**src/hw/mic_pkg.sv**
```systemverilog
// Shared constants for the monitor interrupt control block.
package mic_pkg;

    // Register byte addresses on the internal register port
    localparam logic [7:0] ADDR_MAIN_CFG = 8'h40; // Main configuration
    localparam logic [7:0] ADDR_FLAGS_ONE = 8'h41; // Event flags, first
    localparam logic [7:0] ADDR_FLAGS_TWO = 8'h42; // Event flags, second
    localparam logic [7:0] ADDR_MASK_ONE = 8'h43; // Event mask, first
    localparam logic [7:0] ADDR_MASK_TWO = 8'h44; // Event mask, second
    localparam logic [7:0] ADDR_AUX_CFG = 8'h4a; // Second configuration
    localparam logic [7:0] ADDR_MIRROR_ONE = 8'h4c; // Mirror of flags one
    localparam logic [7:0] ADDR_MIRROR_TWO = 8'h4d; // Mirror of flags two

    // Main configuration bit positions
    localparam int unsigned CFG_START = 0; // Monitoring run/standby
    localparam int unsigned CFG_INT_EN = 1; // General interrupt enable
    localparam int unsigned CFG_OT_EN = 2; // Overtemperature enable
    localparam int unsigned CFG_INT_CLR = 3; // General interrupt release
    localparam int unsigned CFG_RST_PULSE = 4; // Reset pulse request
    localparam int unsigned CFG_OT_CLR = 6; // overtemp_line_release
    localparam int unsigned CFG_REINIT = 7; // Reload defaults

    // Second configuration bit positions
    localparam int unsigned AUX_OVERTEMP_LINE_N_MASK = 0; // Thermal events off INT

    // Second flag register bit positions
    localparam int unsigned FL2_TWELVE = 0; // rail_twelve limit
    localparam int unsigned FL2_CORE_B = 1; // core_rail_b limit
    localparam int unsigned FL2_ENCL = 4; // enclosure_open seen high
    localparam int unsigned FL2_OT_PIN = 5; // Overtemp pin pulled low
    localparam int unsigned FL2_DIODE_A = 6; // diode_a_fault
    localparam int unsigned FL2_DIODE_B = 7; // diode_b_fault

    // Reset values
    localparam logic [7:0] MAIN_CFG_RST = 8'h08;
    localparam logic [7:0] FLAGS_RST = 8'h00;
    localparam logic [7:0] MASK_RST = 8'h00;
    localparam logic [7:0] AUX_CFG_RST = 8'h00;
    localparam logic [7:0] READ_NONE = 8'h00; // Unmapped address answer

    // Storable bits of main configuration; re-init bit is never held
    localparam logic [7:0] MAIN_CFG_HOLD = 8'h7f;
    // Implemented bits of the second flag register
    localparam logic [7:0] FLAGS_TWO_USED = 8'hf3;
    // Limit-event positions of the second flag register
    localparam logic [1:0] FLAGS_TWO_LIMITS = 2'h3;
    // Thermal event positions, gated off INT by the thermal mask
    localparam logic [7:0] OVERTEMP_LINE_N_GROUP_ONE = 8'h30;
    localparam logic [7:0] OVERTEMP_LINE_N_GROUP_TWO = 8'h20;

    // Timing
    localparam longint unsigned CLK_HZ = 64'd20_000_000; // core_clk rate
    localparam longint unsigned RESET_PULSE_MS = 64'd20; // Least pulse
    localparam longint unsigned MS_PER_S = 64'd1000;
    // Least time rounds up to whole cycles
    localparam int unsigned RESET_PULSE_CYCLES =
        int'((RESET_PULSE_MS * CLK_HZ + MS_PER_S - 64'd1) / MS_PER_S);

endpackage

```
**src/hw/mic_reset_pulse.sv**
```systemverilog
// Timed active-low reset pulse generator for the reset output pin.
`timescale 1ns/1ps
module mic_reset_pulse #(
    parameter int unsigned PULSE_CYCLES = mic_pkg::RESET_PULSE_CYCLES
) (
    // Clock and reset
    input wire logic core_clk,
    input wire logic reset_n,
    // Control
    input wire logic trigger,
    // Status and pin
    output logic busy,
    output logic donePulse,
    output logic resetLineN
);

    localparam int unsigned CW = $clog2(PULSE_CYCLES + 1);
    localparam logic [CW-1:0] LAST = CW'(PULSE_CYCLES - 1);
    localparam logic [CW-1:0] ZERO = '0;
    localparam logic [CW-1:0] ONE = CW'(1);

    logic [CW-1:0] count_r; // Cycles spent low so far
    logic [CW-1:0] count_nxt;
    logic active_r; // Pin held low
    logic active_nxt;
    logic done_r; // Pin just returned high
    logic done_nxt;

    // Next-state: start on trigger, hold low a full count, then release
    always_comb begin
        count_nxt = count_r;
        active_nxt = active_r;
        done_nxt = 1'b0;
        if (!active_r) begin
            // A trigger while busy is ignored; the pulse is never cut short
            if (trigger) begin
                active_nxt = 1'b1;
                count_nxt = ZERO;
            end
        end else if (count_r == LAST) begin
            active_nxt = 1'b0;
            done_nxt = 1'b1;
        end else begin
            count_nxt = count_r + ONE;
        end
    end

    // State registers
    always_ff @(posedge core_clk or negedge reset_n) begin
        if (!reset_n) begin
            count_r <= ZERO;
            active_r <= 1'b0;
            done_r <= 1'b0;
        end else begin
            count_r <= count_nxt;
            active_r <= active_nxt;
            done_r <= done_nxt;
        end
    end

    assign busy = active_r;
    assign donePulse = done_r;
    // Pin low while active, straight from a flip-flop
    assign resetLineN = ~active_r;

endmodule

```
**src/hw/mic_control.sv**
```systemverilog
// Control, event flag and interrupt logic of the hardware monitor.
`timescale 1ns/1ps
module mic_control #(
    parameter int unsigned RESET_PULSE_CYCLES = mic_pkg::RESET_PULSE_CYCLES
) (
    // Clock and reset
    input wire logic core_clk,
    input wire logic reset_n,
    // Register port from the serial interface front end
    input wire logic [7:0] regAddr,
    input wire logic [7:0] regWrData,
    input wire logic regWrEn,
    input wire logic regRdEn,
    output logic [7:0] regRdData,
    output logic regRdValid,
    // Limit comparator results, one-cycle or level
    input wire logic [7:0] limitHitOne,
    input wire logic [1:0] limitHitTwo,
    // Fault and sensor inputs
    input wire logic enclosureOpen,
    input wire logic diodeAFault,
    input wire logic diodeBFault,
    input wire logic thermalLimitHit,
    // Open-drain overtemperature pin
    input wire logic overtempLineIn,
    output logic overtempLineOut,
    output logic overtempLineOe,
    // General interrupt pin, active low
    output logic intLineN,
    // Reset output pin, active low
    output logic resetLineN,
    // Monitoring control toward scanner and comparators
    output logic scanEnable,
    output logic compareEnable,
    output logic reinitPulse
);

    // Address match helper shared by write and read decode
    function automatic logic hit(input logic [7:0] a, input logic [7:0] b);
        hit = (a == b);
    endfunction

    // Configuration state
    logic [7:0] mainCfg_r; // Main configuration, bit 7 never held
    logic [7:0] mainCfg_nxt;
    logic [7:0] auxCfg_r; // Second configuration
    logic [7:0] auxCfg_nxt;
    logic [7:0] maskOne_r; // Event mask one
    logic [7:0] maskOne_nxt;
    logic [7:0] maskTwo_r; // Event mask two
    logic [7:0] maskTwo_nxt;
    logic reinit_r; // One-cycle reload strobe to neighbours
    logic reinit_nxt;

    // Event flag state
    logic [7:0] flagsOne_r; // Sticky flags one
    logic [7:0] flagsOne_nxt;
    logic [7:0] flagsTwo_r; // Sticky flags two
    logic [7:0] flagsTwo_nxt;

    // Pin and read state
    logic intLineN_r; // General interrupt pin level
    logic intLineN_nxt;
    logic otDrive_r; // Overtemp pin pulled low by us
    logic otDrive_nxt;
    logic [7:0] rdData_r; // Read answer
    logic [7:0] rdData_nxt;
    logic rdValid_r;
    logic rdValid_nxt;

    // Decoded strobes and derived levels
    logic wrMain;
    logic wrReinit;
    logic pulseStart;
    logic pulseBusy;
    logic pulseDone;
    logic monitorRun;
    logic rdClrOne;
    logic rdClrTwo;
    logic [7:0] setOne;
    logic [7:0] setTwo;
    logic [7:0] intSrcOne;
    logic [7:0] intSrcTwo;

    // Monitoring runs only with start set and INT release clear
    assign monitorRun = mainCfg_r[mic_pkg::CFG_START] &
        ~mainCfg_r[mic_pkg::CFG_INT_CLR];
    // Scanning and comparison begin together
    assign scanEnable = monitorRun;
    assign compareEnable = monitorRun;

    // Write decode; writes to the flag addresses fall through unused
    assign wrMain = regWrEn && hit(regAddr, mic_pkg::ADDR_MAIN_CFG);
    assign wrReinit = wrMain && regWrData[mic_pkg::CFG_REINIT];
    // Pulse request only starts when the generator is idle
    assign pulseStart = wrMain && !wrReinit &&
        regWrData[mic_pkg::CFG_RST_PULSE] && !pulseBusy;

    // Flag clearing on a read of the primary address; mirrors do not clear
    assign rdClrOne = regRdEn && hit(regAddr, mic_pkg::ADDR_FLAGS_ONE);
    assign rdClrTwo = regRdEn && hit(regAddr, mic_pkg::ADDR_FLAGS_TWO);

    // Configuration group next values
    always_comb begin
        mainCfg_nxt = mainCfg_r;
        auxCfg_nxt = auxCfg_r;
        maskOne_nxt = maskOne_r;
        maskTwo_nxt = maskTwo_r;
        reinit_nxt = 1'b0;
        if (wrReinit) begin
            // Reload wins over every other bit of the same write
            mainCfg_nxt = mic_pkg::MAIN_CFG_RST;
            auxCfg_nxt = mic_pkg::AUX_CFG_RST;
            maskOne_nxt = mic_pkg::MASK_RST;
            maskTwo_nxt = mic_pkg::MASK_RST;
            reinit_nxt = 1'b1;
        end else begin
            if (wrMain) begin
                // Bit 7 is dropped, so it always reads zero
                mainCfg_nxt = regWrData & mic_pkg::MAIN_CFG_HOLD;
                // A running pulse keeps its bit set whatever is written
                mainCfg_nxt[mic_pkg::CFG_RST_PULSE] =
                    pulseBusy | regWrData[mic_pkg::CFG_RST_PULSE];
            end else if (regWrEn && hit(regAddr, mic_pkg::ADDR_MASK_ONE)) begin
                maskOne_nxt = regWrData;
            end else if (regWrEn && hit(regAddr, mic_pkg::ADDR_MASK_TWO)) begin
                maskTwo_nxt = regWrData;
            end else if (regWrEn && hit(regAddr, mic_pkg::ADDR_AUX_CFG)) begin
                auxCfg_nxt = regWrData;
            end
            // Pulse end clears the request bit by itself, unless a new
            // pulse starts in that same cycle: the fresh request wins
            if (pulseDone && !pulseStart) begin
                mainCfg_nxt[mic_pkg::CFG_RST_PULSE] = 1'b0;
            end
        end
    end

    // Configuration group registers
    always_ff @(posedge core_clk or negedge reset_n) begin
        if (!reset_n) begin
            mainCfg_r <= mic_pkg::MAIN_CFG_RST;
            auxCfg_r <= mic_pkg::AUX_CFG_RST;
            maskOne_r <= mic_pkg::MASK_RST;
            maskTwo_r <= mic_pkg::MASK_RST;
            reinit_r <= 1'b0;
        end else begin
            mainCfg_r <= mainCfg_nxt;
            auxCfg_r <= auxCfg_nxt;
            maskOne_r <= maskOne_nxt;
            maskTwo_r <= maskTwo_nxt;
            reinit_r <= reinit_nxt;
        end
    end

    assign reinitPulse = reinit_r;

    // Event sources; comparator-fed ones only count while monitoring runs
    always_comb begin
        setOne = limitHitOne & {8{monitorRun}};
        setTwo = mic_pkg::FLAGS_RST;
        setTwo[mic_pkg::FL2_TWELVE] =
            limitHitTwo[mic_pkg::FL2_TWELVE] & monitorRun;
        setTwo[mic_pkg::FL2_CORE_B] =
            limitHitTwo[mic_pkg::FL2_CORE_B] & monitorRun;
        // Intrusion is watched even in standby
        setTwo[mic_pkg::FL2_ENCL] = enclosureOpen;
        // Only an outside pull counts, never our own drive
        setTwo[mic_pkg::FL2_OT_PIN] = !overtempLineIn && !otDrive_r;
        setTwo[mic_pkg::FL2_DIODE_A] = diodeAFault & monitorRun;
        setTwo[mic_pkg::FL2_DIODE_B] = diodeBFault & monitorRun;
    end

    // Flag group next values; a set in the clearing cycle survives
    always_comb begin
        flagsOne_nxt = flagsOne_r;
        flagsTwo_nxt = flagsTwo_r;
        if (wrReinit) begin
            flagsOne_nxt = mic_pkg::FLAGS_RST;
            flagsTwo_nxt = mic_pkg::FLAGS_RST;
        end
        if (rdClrOne) begin
            flagsOne_nxt = mic_pkg::FLAGS_RST;
        end
        if (rdClrTwo) begin
            flagsTwo_nxt = mic_pkg::FLAGS_RST;
        end
        flagsOne_nxt = flagsOne_nxt | setOne;
        // Reserved positions can never be set
        flagsTwo_nxt = (flagsTwo_nxt | setTwo) &
            mic_pkg::FLAGS_TWO_USED;
    end

    // Flag group registers
    always_ff @(posedge core_clk or negedge reset_n) begin
        if (!reset_n) begin
            flagsOne_r <= mic_pkg::FLAGS_RST;
            flagsTwo_r <= mic_pkg::FLAGS_RST;
        end else begin
            flagsOne_r <= flagsOne_nxt;
            flagsTwo_r <= flagsTwo_nxt;
        end
    end

    // Interrupt sources after masks and the thermal mask
    always_comb begin
        intSrcOne = flagsOne_r & ~maskOne_r;
        intSrcTwo = flagsTwo_r & ~maskTwo_r;
        if (auxCfg_r[mic_pkg::AUX_OVERTEMP_LINE_N_MASK]) begin
            intSrcOne = intSrcOne & ~mic_pkg::OVERTEMP_LINE_N_GROUP_ONE;
            intSrcTwo = intSrcTwo & ~mic_pkg::OVERTEMP_LINE_N_GROUP_TWO;
        end
    end

    // Pin group next values
    always_comb begin
        // Start bit is not in this term, so standby keeps the pin low
        intLineN_nxt = !(mainCfg_r[mic_pkg::CFG_INT_EN] &&
            !mainCfg_r[mic_pkg::CFG_INT_CLR] &&
            (|{intSrcOne, intSrcTwo}));
        // Overtemp drive ignores the thermal mask on purpose
        otDrive_nxt = mainCfg_r[mic_pkg::CFG_OT_EN] &&
            !mainCfg_r[mic_pkg::CFG_OT_CLR] &&
            thermalLimitHit;
    end

    // Pin group registers, so the pins never glitch
    always_ff @(posedge core_clk or negedge reset_n) begin
        if (!reset_n) begin
            intLineN_r <= 1'b1;
            otDrive_r <= 1'b0;
        end else begin
            intLineN_r <= intLineN_nxt;
            otDrive_r <= otDrive_nxt;
        end
    end

    assign intLineN = intLineN_r;
    // Open drain: low level whenever enabled, released otherwise
    assign overtempLineOut = 1'b0;
    assign overtempLineOe = otDrive_r;

    // Read group next values; unmapped addresses answer zero
    always_comb begin
        rdValid_nxt = regRdEn;
        rdData_nxt = rdData_r;
        if (regRdEn) begin
            if (hit(regAddr, mic_pkg::ADDR_MAIN_CFG)) begin
                rdData_nxt = mainCfg_r;
            end else if (hit(regAddr, mic_pkg::ADDR_FLAGS_ONE) ||
                hit(regAddr, mic_pkg::ADDR_MIRROR_ONE)) begin
                rdData_nxt = flagsOne_r;
            end else if (hit(regAddr, mic_pkg::ADDR_FLAGS_TWO) ||
                hit(regAddr, mic_pkg::ADDR_MIRROR_TWO)) begin
                rdData_nxt = flagsTwo_r;
            end else if (hit(regAddr, mic_pkg::ADDR_MASK_ONE)) begin
                rdData_nxt = maskOne_r;
            end else if (hit(regAddr, mic_pkg::ADDR_MASK_TWO)) begin
                rdData_nxt = maskTwo_r;
            end else if (hit(regAddr, mic_pkg::ADDR_AUX_CFG)) begin
                rdData_nxt = auxCfg_r;
            end else begin
                rdData_nxt = mic_pkg::READ_NONE;
            end
        end
    end

    // Read group registers
    always_ff @(posedge core_clk or negedge reset_n) begin
        if (!reset_n) begin
            rdData_r <= mic_pkg::READ_NONE;
            rdValid_r <= 1'b0;
        end else begin
            rdData_r <= rdData_nxt;
            rdValid_r <= rdValid_nxt;
        end
    end

    assign regRdData = rdData_r;
    assign regRdValid = rdValid_r;

    // Reset pulse timer; long count is a parameter so tests can shorten it
    mic_reset_pulse #(
        .PULSE_CYCLES(RESET_PULSE_CYCLES)
    ) u_reset_pulse (
        .core_clk(core_clk),
        .reset_n(reset_n),
        .trigger(pulseStart),
        .busy(pulseBusy),
        .donePulse(pulseDone),
        .resetLineN(resetLineN)
    );

endmodule

```
**config.mk**
```make
export PLATFORM = sky130hd
export DESIGN_NAME = mic_control
export DESIGN_NICKNAME = d
export VERILOG_FILES = /design/src/hw/mic_pkg.sv /design/src/hw/mic_reset_pulse.sv /design/src/hw/mic_control.sv
export SDC_FILE = /design/constraint.sdc
export NUM_CORES = 1
export LEC_CHECK = 0
export ABC_AREA = 1
export BUFFER_PORTS_ARGS = -buffer_cell sky130_fd_sc_hd__buf_2
export CAP_MARGIN = 10
export CORE_UTILIZATION = 50
export CTS_CLUSTER_SIZE = 14
export DETAILED_ROUTE_END_ITERATION = 10
export PLACE_DENSITY = 0.76
export SETUP_SLACK_MARGIN = 0.05
export SKIP_CTS_REPAIR_TIMING = 1
export SYNTH_ARGS = -nofsm -noshare
export SYNTH_HDL_FRONTEND = slang
export SYNTH_SLANG_ARGS = --single-unit
```
**constraint.sdc**
```tcl
create_clock -name core_clk -period 4 [get_ports core_clk]
set_clock_uncertainty 0.2 [all_clocks]
set_input_delay 0.2 -clock core_clk [delete_from_list [all_inputs] [get_ports core_clk]]
set_output_delay 0.2 -clock core_clk [all_outputs]
set_load 0.02 [all_outputs]
```
=== After elaboration in Yosys (flattened, before gate mapping) ===
Index checks and enable logic that the tools add are counted.

* Register bits: 79
* Output and inout bits: 16
* Logic and storage cells: 117

* $add $sub $neg: 1
* Eq/ne operators: 13
* Muxes and demuxes: 36
* Bitwise gates (word level): 15
* Reduce and logical (&&, ||, !) cells: 37

{| class="wikitable"
|+ Operators by type and width
! cell !! number
|-
| two-way mux 8 bit || 24
|-
| == test 8 x 7 -> 1 bit, second input constant || 8
|-
| two-way mux 19 bit || 3
|-
| AND 8 bit || 3
|-
| adder 19 x 1 -> 19 bit, second input constant || 1
|-
| == test 19 bit, second input constant || 1
|-
| logical AND 1 bit || 16
|-
| inverter 8 bit || 2
|-
| bitwise OR 8 bit || 2
|-
| OR reduction 16 bit || 1
|-
| two-way mux 6 bit || 2
|-
| nonzero test 2 bit || 5
|-
| zero test 1 bit || 8
|-
| two-way mux 1 bit || 7
|-
| != test 2 bit, second input constant || 3
|-
| AND 1 bit || 5
|-
| AND reduction 2 bit || 2
|-
| AND reduction 4 bit || 1
|-
| AND reduction 3 bit || 1
|-
| nonzero test 3 bit || 1
|-
| logical OR 1 bit || 2
|-
| != test 2 x 1 -> 1 bit, second input constant || 1
|-
| inverter 1 bit || 2
|-
| bitwise OR 1 bit || 1
|}

=== Logic depth before layout (Yosys ltp) ===
* Word-level depth: 11
* Mapped depth: 11

=== Modules after synthesis ===
A second synthesis with hierarchy kept.

* Cells, all modules: 587
* Area, all modules: 4375.4 sq um

{| class="wikitable"
|+ Modules (own cells, without submodules)
! module !! times used !! cells an instance !! area an instance (sq um) !! seq. area each (sq um)
|-
| mic_control || 1 || 380 || 2996.6 || 1428.9
|-
| mic_reset_pulse || 1 || 207 || 1378.8 || 525.5
|}

=== Worst setup path after synthesis ===
OpenSTA, ideal clock, no wires.

* Kind: reg2reg
* Start point: reg u_reset_pulse.count_r[0]
* End point: reg u_reset_pulse.count_r[9]
* Data arrival time: 1.391 ns
* Data required time: 3.684 ns
* Setup slack: 2.292 ns
* Cell stages (with the launch flop): 10
* Path buffers: 1
* Period minus slack after synthesis: 1.708 ns
* Cell sequence: dfrtp_1 -> ha_1 -> nand3_1 -> nor2_1 -> nand3_1 -> nand2_1 -> nand2_2 -> buf_4 -> nand2_1 -> nand2_1

* Cells in the longest elaborated chain, start to end: 3
* Elaborated cells between the ends (all ways): 6
* Classes of those cells: add/sub: 1; eq/ne: 2; mux: 2; reduce/logical: 1

{| class="wikitable"
|+ RTL lines
! what !! RTL line !! RTL
|-
| start, declared || mic_reset_pulse.sv:22 || <nowiki>logic [CW-1:0] count_r;</nowiki>
|-
| start signal, assigned || mic_reset_pulse.sv:55 || <nowiki>count_r <= count_nxt;</nowiki>
|-
| adder 19 x 1 -> 19 bit / == test 19 bit (equally long branches) || mic_reset_pulse.sv:44, mic_reset_pulse.sv:40 ||
|-
| two-way mux 19 bit / != test 2 bit (equally long branches) || -- ||
|-
| two-way mux 19 bit / AND reduction 2 bit (equally long branches) || -- ||
|}

Several ways; a longest one is shown, not always the timed one. The select of a mux whose other input is x is not followed.
A chain may end at the register's enable or synchronous reset.

=== Worst setup path in the final report ===
* Start point: reg u_reset_pulse.count_r[0]
* End point: reg u_reset_pulse.count_r[17]

The elaborated chain is that of the path after synthesis.

==> metrics.txt <==
H-tree depth=3; CP dominant cell by count=nand3_1; layout cells sized above 1=14.4%; Main synth FF type=dfrtp_1; Post-synth EDFFs=0; Final Max Slew Viols=0; Inserted Diodes=0; setup tns final=0 ns; gr ovfl total=0; largest family of logic cells by synthesized area=simple AND/OR/NAND/NOR gates; top cells by count, synth=nand2_1, dfrtp_1, inv_1, nand3_1, nor2_1; CP max-delay cell=dfrtp_1; post-synthesis simple-gate area fraction=roughly a third; fill count=~750; TritonCTS Buffers=9; initial core utilization=about half; routed len/inst=14.8 um; Ys Warns=0; mux contribution to synthesized area=0%; CTS tree=built; row cnt=33; clk sinks=78; cell area after synthesis=4220 um2; placer congestion estimate=0.868; Setup violations, final=0; CP Capture Type=flip-flop; DR vias=approximately 4000; Pwr Density=around 350 nW/um2; Synth top area share=45.0%; Final Util=60.2%; worst relative slew slack=between 30% and 40%; Die Width=93.9 um; final routed DRC violation total=0; IO Count=51; Mapped Avg Cell Area=roughly 7.6 um2; Worst Hold Class=in2reg; RSZ-0062 raised after global routing=no; worst path cell trace=ha_1, nand3_1, nor2_1, nand3_1, nand2_1, nand2_2, inv_2, o21ai_0; dominant cells by area after synthesis=dfrtp_1, nand2_1, nand3_1; r2r setup slk=about 1.9 ns; Hold Crit Depth=3; nets@finish=around 660; first-pass GRT wire length=roughly 18000 um; max incr delay on CP=about 0.41 ns; Worst R2R Start=u_reset_pulse.count_r[0]; leakage power=between 2 and 3 nW; adder-cell share of the synthesized area=less than 1%; r2r endpoint=u_reset_pulse.count_r[17]; min cycle time layout=between 2 and 2.5 ns; end of the worst hold path=mainCfg_r[3]; final hold slack=-0.0351 ns; hold path start=regWrData[3]; ys async rst share=100%; non-filler instance count after layout=roughly 740; Starting DRT DRC Count=approximately 320; Max FO, Critical Path=16; Fmax=476 MHz; vias in the first global route=between 3000 and 4000; port bufs=around 50; Synth Net Count=around 600; top-count cell post-synth=nand2_1; fin crit share=52.5%; clk_lat worst skew=around 0.36 ns; status=finished with violations; crit path DAT=2.14 ns; synth unique cells=36; final hold vios=4; DP HPWL=around 8000 um; Reg2Reg Depth=8; die area=between 8000 and 9000 um2; clock root buffer=clkbuf_8; Die H=~94 um; failing checks=negative hold slack; Antenna Nets Post-Route=0; Longest Clk Path Bufs=2; Yosys top cell by area=dfrtp_1; crit path kind=reg2reg; vias per cell=5.43; Yosys reg bits=slightly below 80; Max Cap Viol=0; VDD IR max=0.200 mV; Compound-Gate Fraction of Synth Area=between 10 and 15%; Critical Path Start Type=flip-flop; initial antenna violation count=0; Area Growth Syn to Fin=16.6%; placed instance count=approximately 700; Synth Area in XOR/XNOR=1.24%; register area share after synthesis=46.3%; Syn Inst Count=about 560; CP required=4.04 ns; placeable core area=8180 um2; Total Wirelength=between 10000 and 15000 um; largest net degree at the start of global routing=79; worst slew pin tran=0.975 ns; GRT Resource Usage Total=26.8%; DR pass1 iterations=5; clock slew at reported path FFs=0.08 ns
[metal layers]
metal	track usage, %	share of wire [%]
met1	39.1	48
met4	8.46	1.6
met3	5.74	6.5
met2	39.6	44
met5	0	0
[layout make-up]
type	count	area [um2]	area share, %
clock inverters	5	58.8	1.19
repair buffers	72	478	9.71
flip-flops and latches	78	1950	39.7
well taps	105	131	2.67
inverters	61	234	4.75
multi-input cells	406	1930	39.2
clock buffers	10	138	2.79
[per-stage QoR]
step | setup slack (ns) | total power, mW | cell area, um2
finish | 1.90 | 1.72 | 4920
floorplan | 2.29 | 1.02 | 4220
global route | 1.64 | 1.80 | 4920
detailed placement | 1.70 | 1.11 | 4500
CTS | 1.91 | 1.71 | 4690
global placement | 1.83 | 1.11 | 4500
[how the worst max path moves through the flow]
stage | from | to | slack, ns | depth (start not counted)
2_1_floorplan | u_reset_pulse.count_r[0] | u_reset_pulse.count_r[9] | 2.29 | 9
3_3_place_gp | regAddr[7] | maskOne_r[3] | 1.83 | 9
3_5_place_dp | regAddr[7] | maskOne_r[5] | 1.70 | 9
4_1_cts | u_reset_pulse.count_r[0] | u_reset_pulse.count_r[17] | 1.91 | 8
5_1_grt | u_reset_pulse.count_r[0] | u_reset_pulse.count_r[17] | 1.64 | 9
6_report | u_reset_pulse.count_r[0] | u_reset_pulse.count_r[17] | 1.90 | 8
[state kept, by name, summed over array words and instances, names as in the netlist]
register / count
reinitPulse: 1
auxCfg_r: 8
maskOne_r: 8
u_reset_pulse.busy: 1
u_reset_pulse.donePulse: 1
intLineN: 1
flagsTwo_r: 6
flagsOne_r: 8
regRdValid: 1
u_reset_pulse.count_r: 19
maskTwo_r: 8
mainCfg_r: 7
regRdData: 8
overtempLineOe: 1
[worst max-delay path, delay by kind of cell (launching register included)]
kind	cells	cell delay, ns
buffers and inverters	1	0.21
adder cells (fa/ha/maj)	1	0.26
AND/OR/NAND/NOR	5	0.79
flip-flops	1	0.41
AO/OA/AOI/OAI	1	0.11
[power by group]
part	internal, mW	switching [mW]
Sequential	0.855	0.0557
Combinational	0.0851	0.125
Clock	0.303	0.297
[cells in the final DEF, fill, tap and decap left out, types with 10 or more instances in the layout]
master	n
a21oi_1	30
buf_2	48
clkbuf_8	10
dfrtp_1	76
dlygate4sd3_1	23
inv_1	57
nand2_1	162
nand3_1	48
nor2_1	47
nor3_1	14
o21ai_0	41
o21ai_1	11
[kinds of logic after synthesis]
logic type / after synthesis
compound gates: 98
xor+xnor: 6
fa+ha+maj: 1
buf+inv: 75
flops: 78
other cells: 1
simple gates: 300
Note: power is estimated with default switching activity, not from simulation.
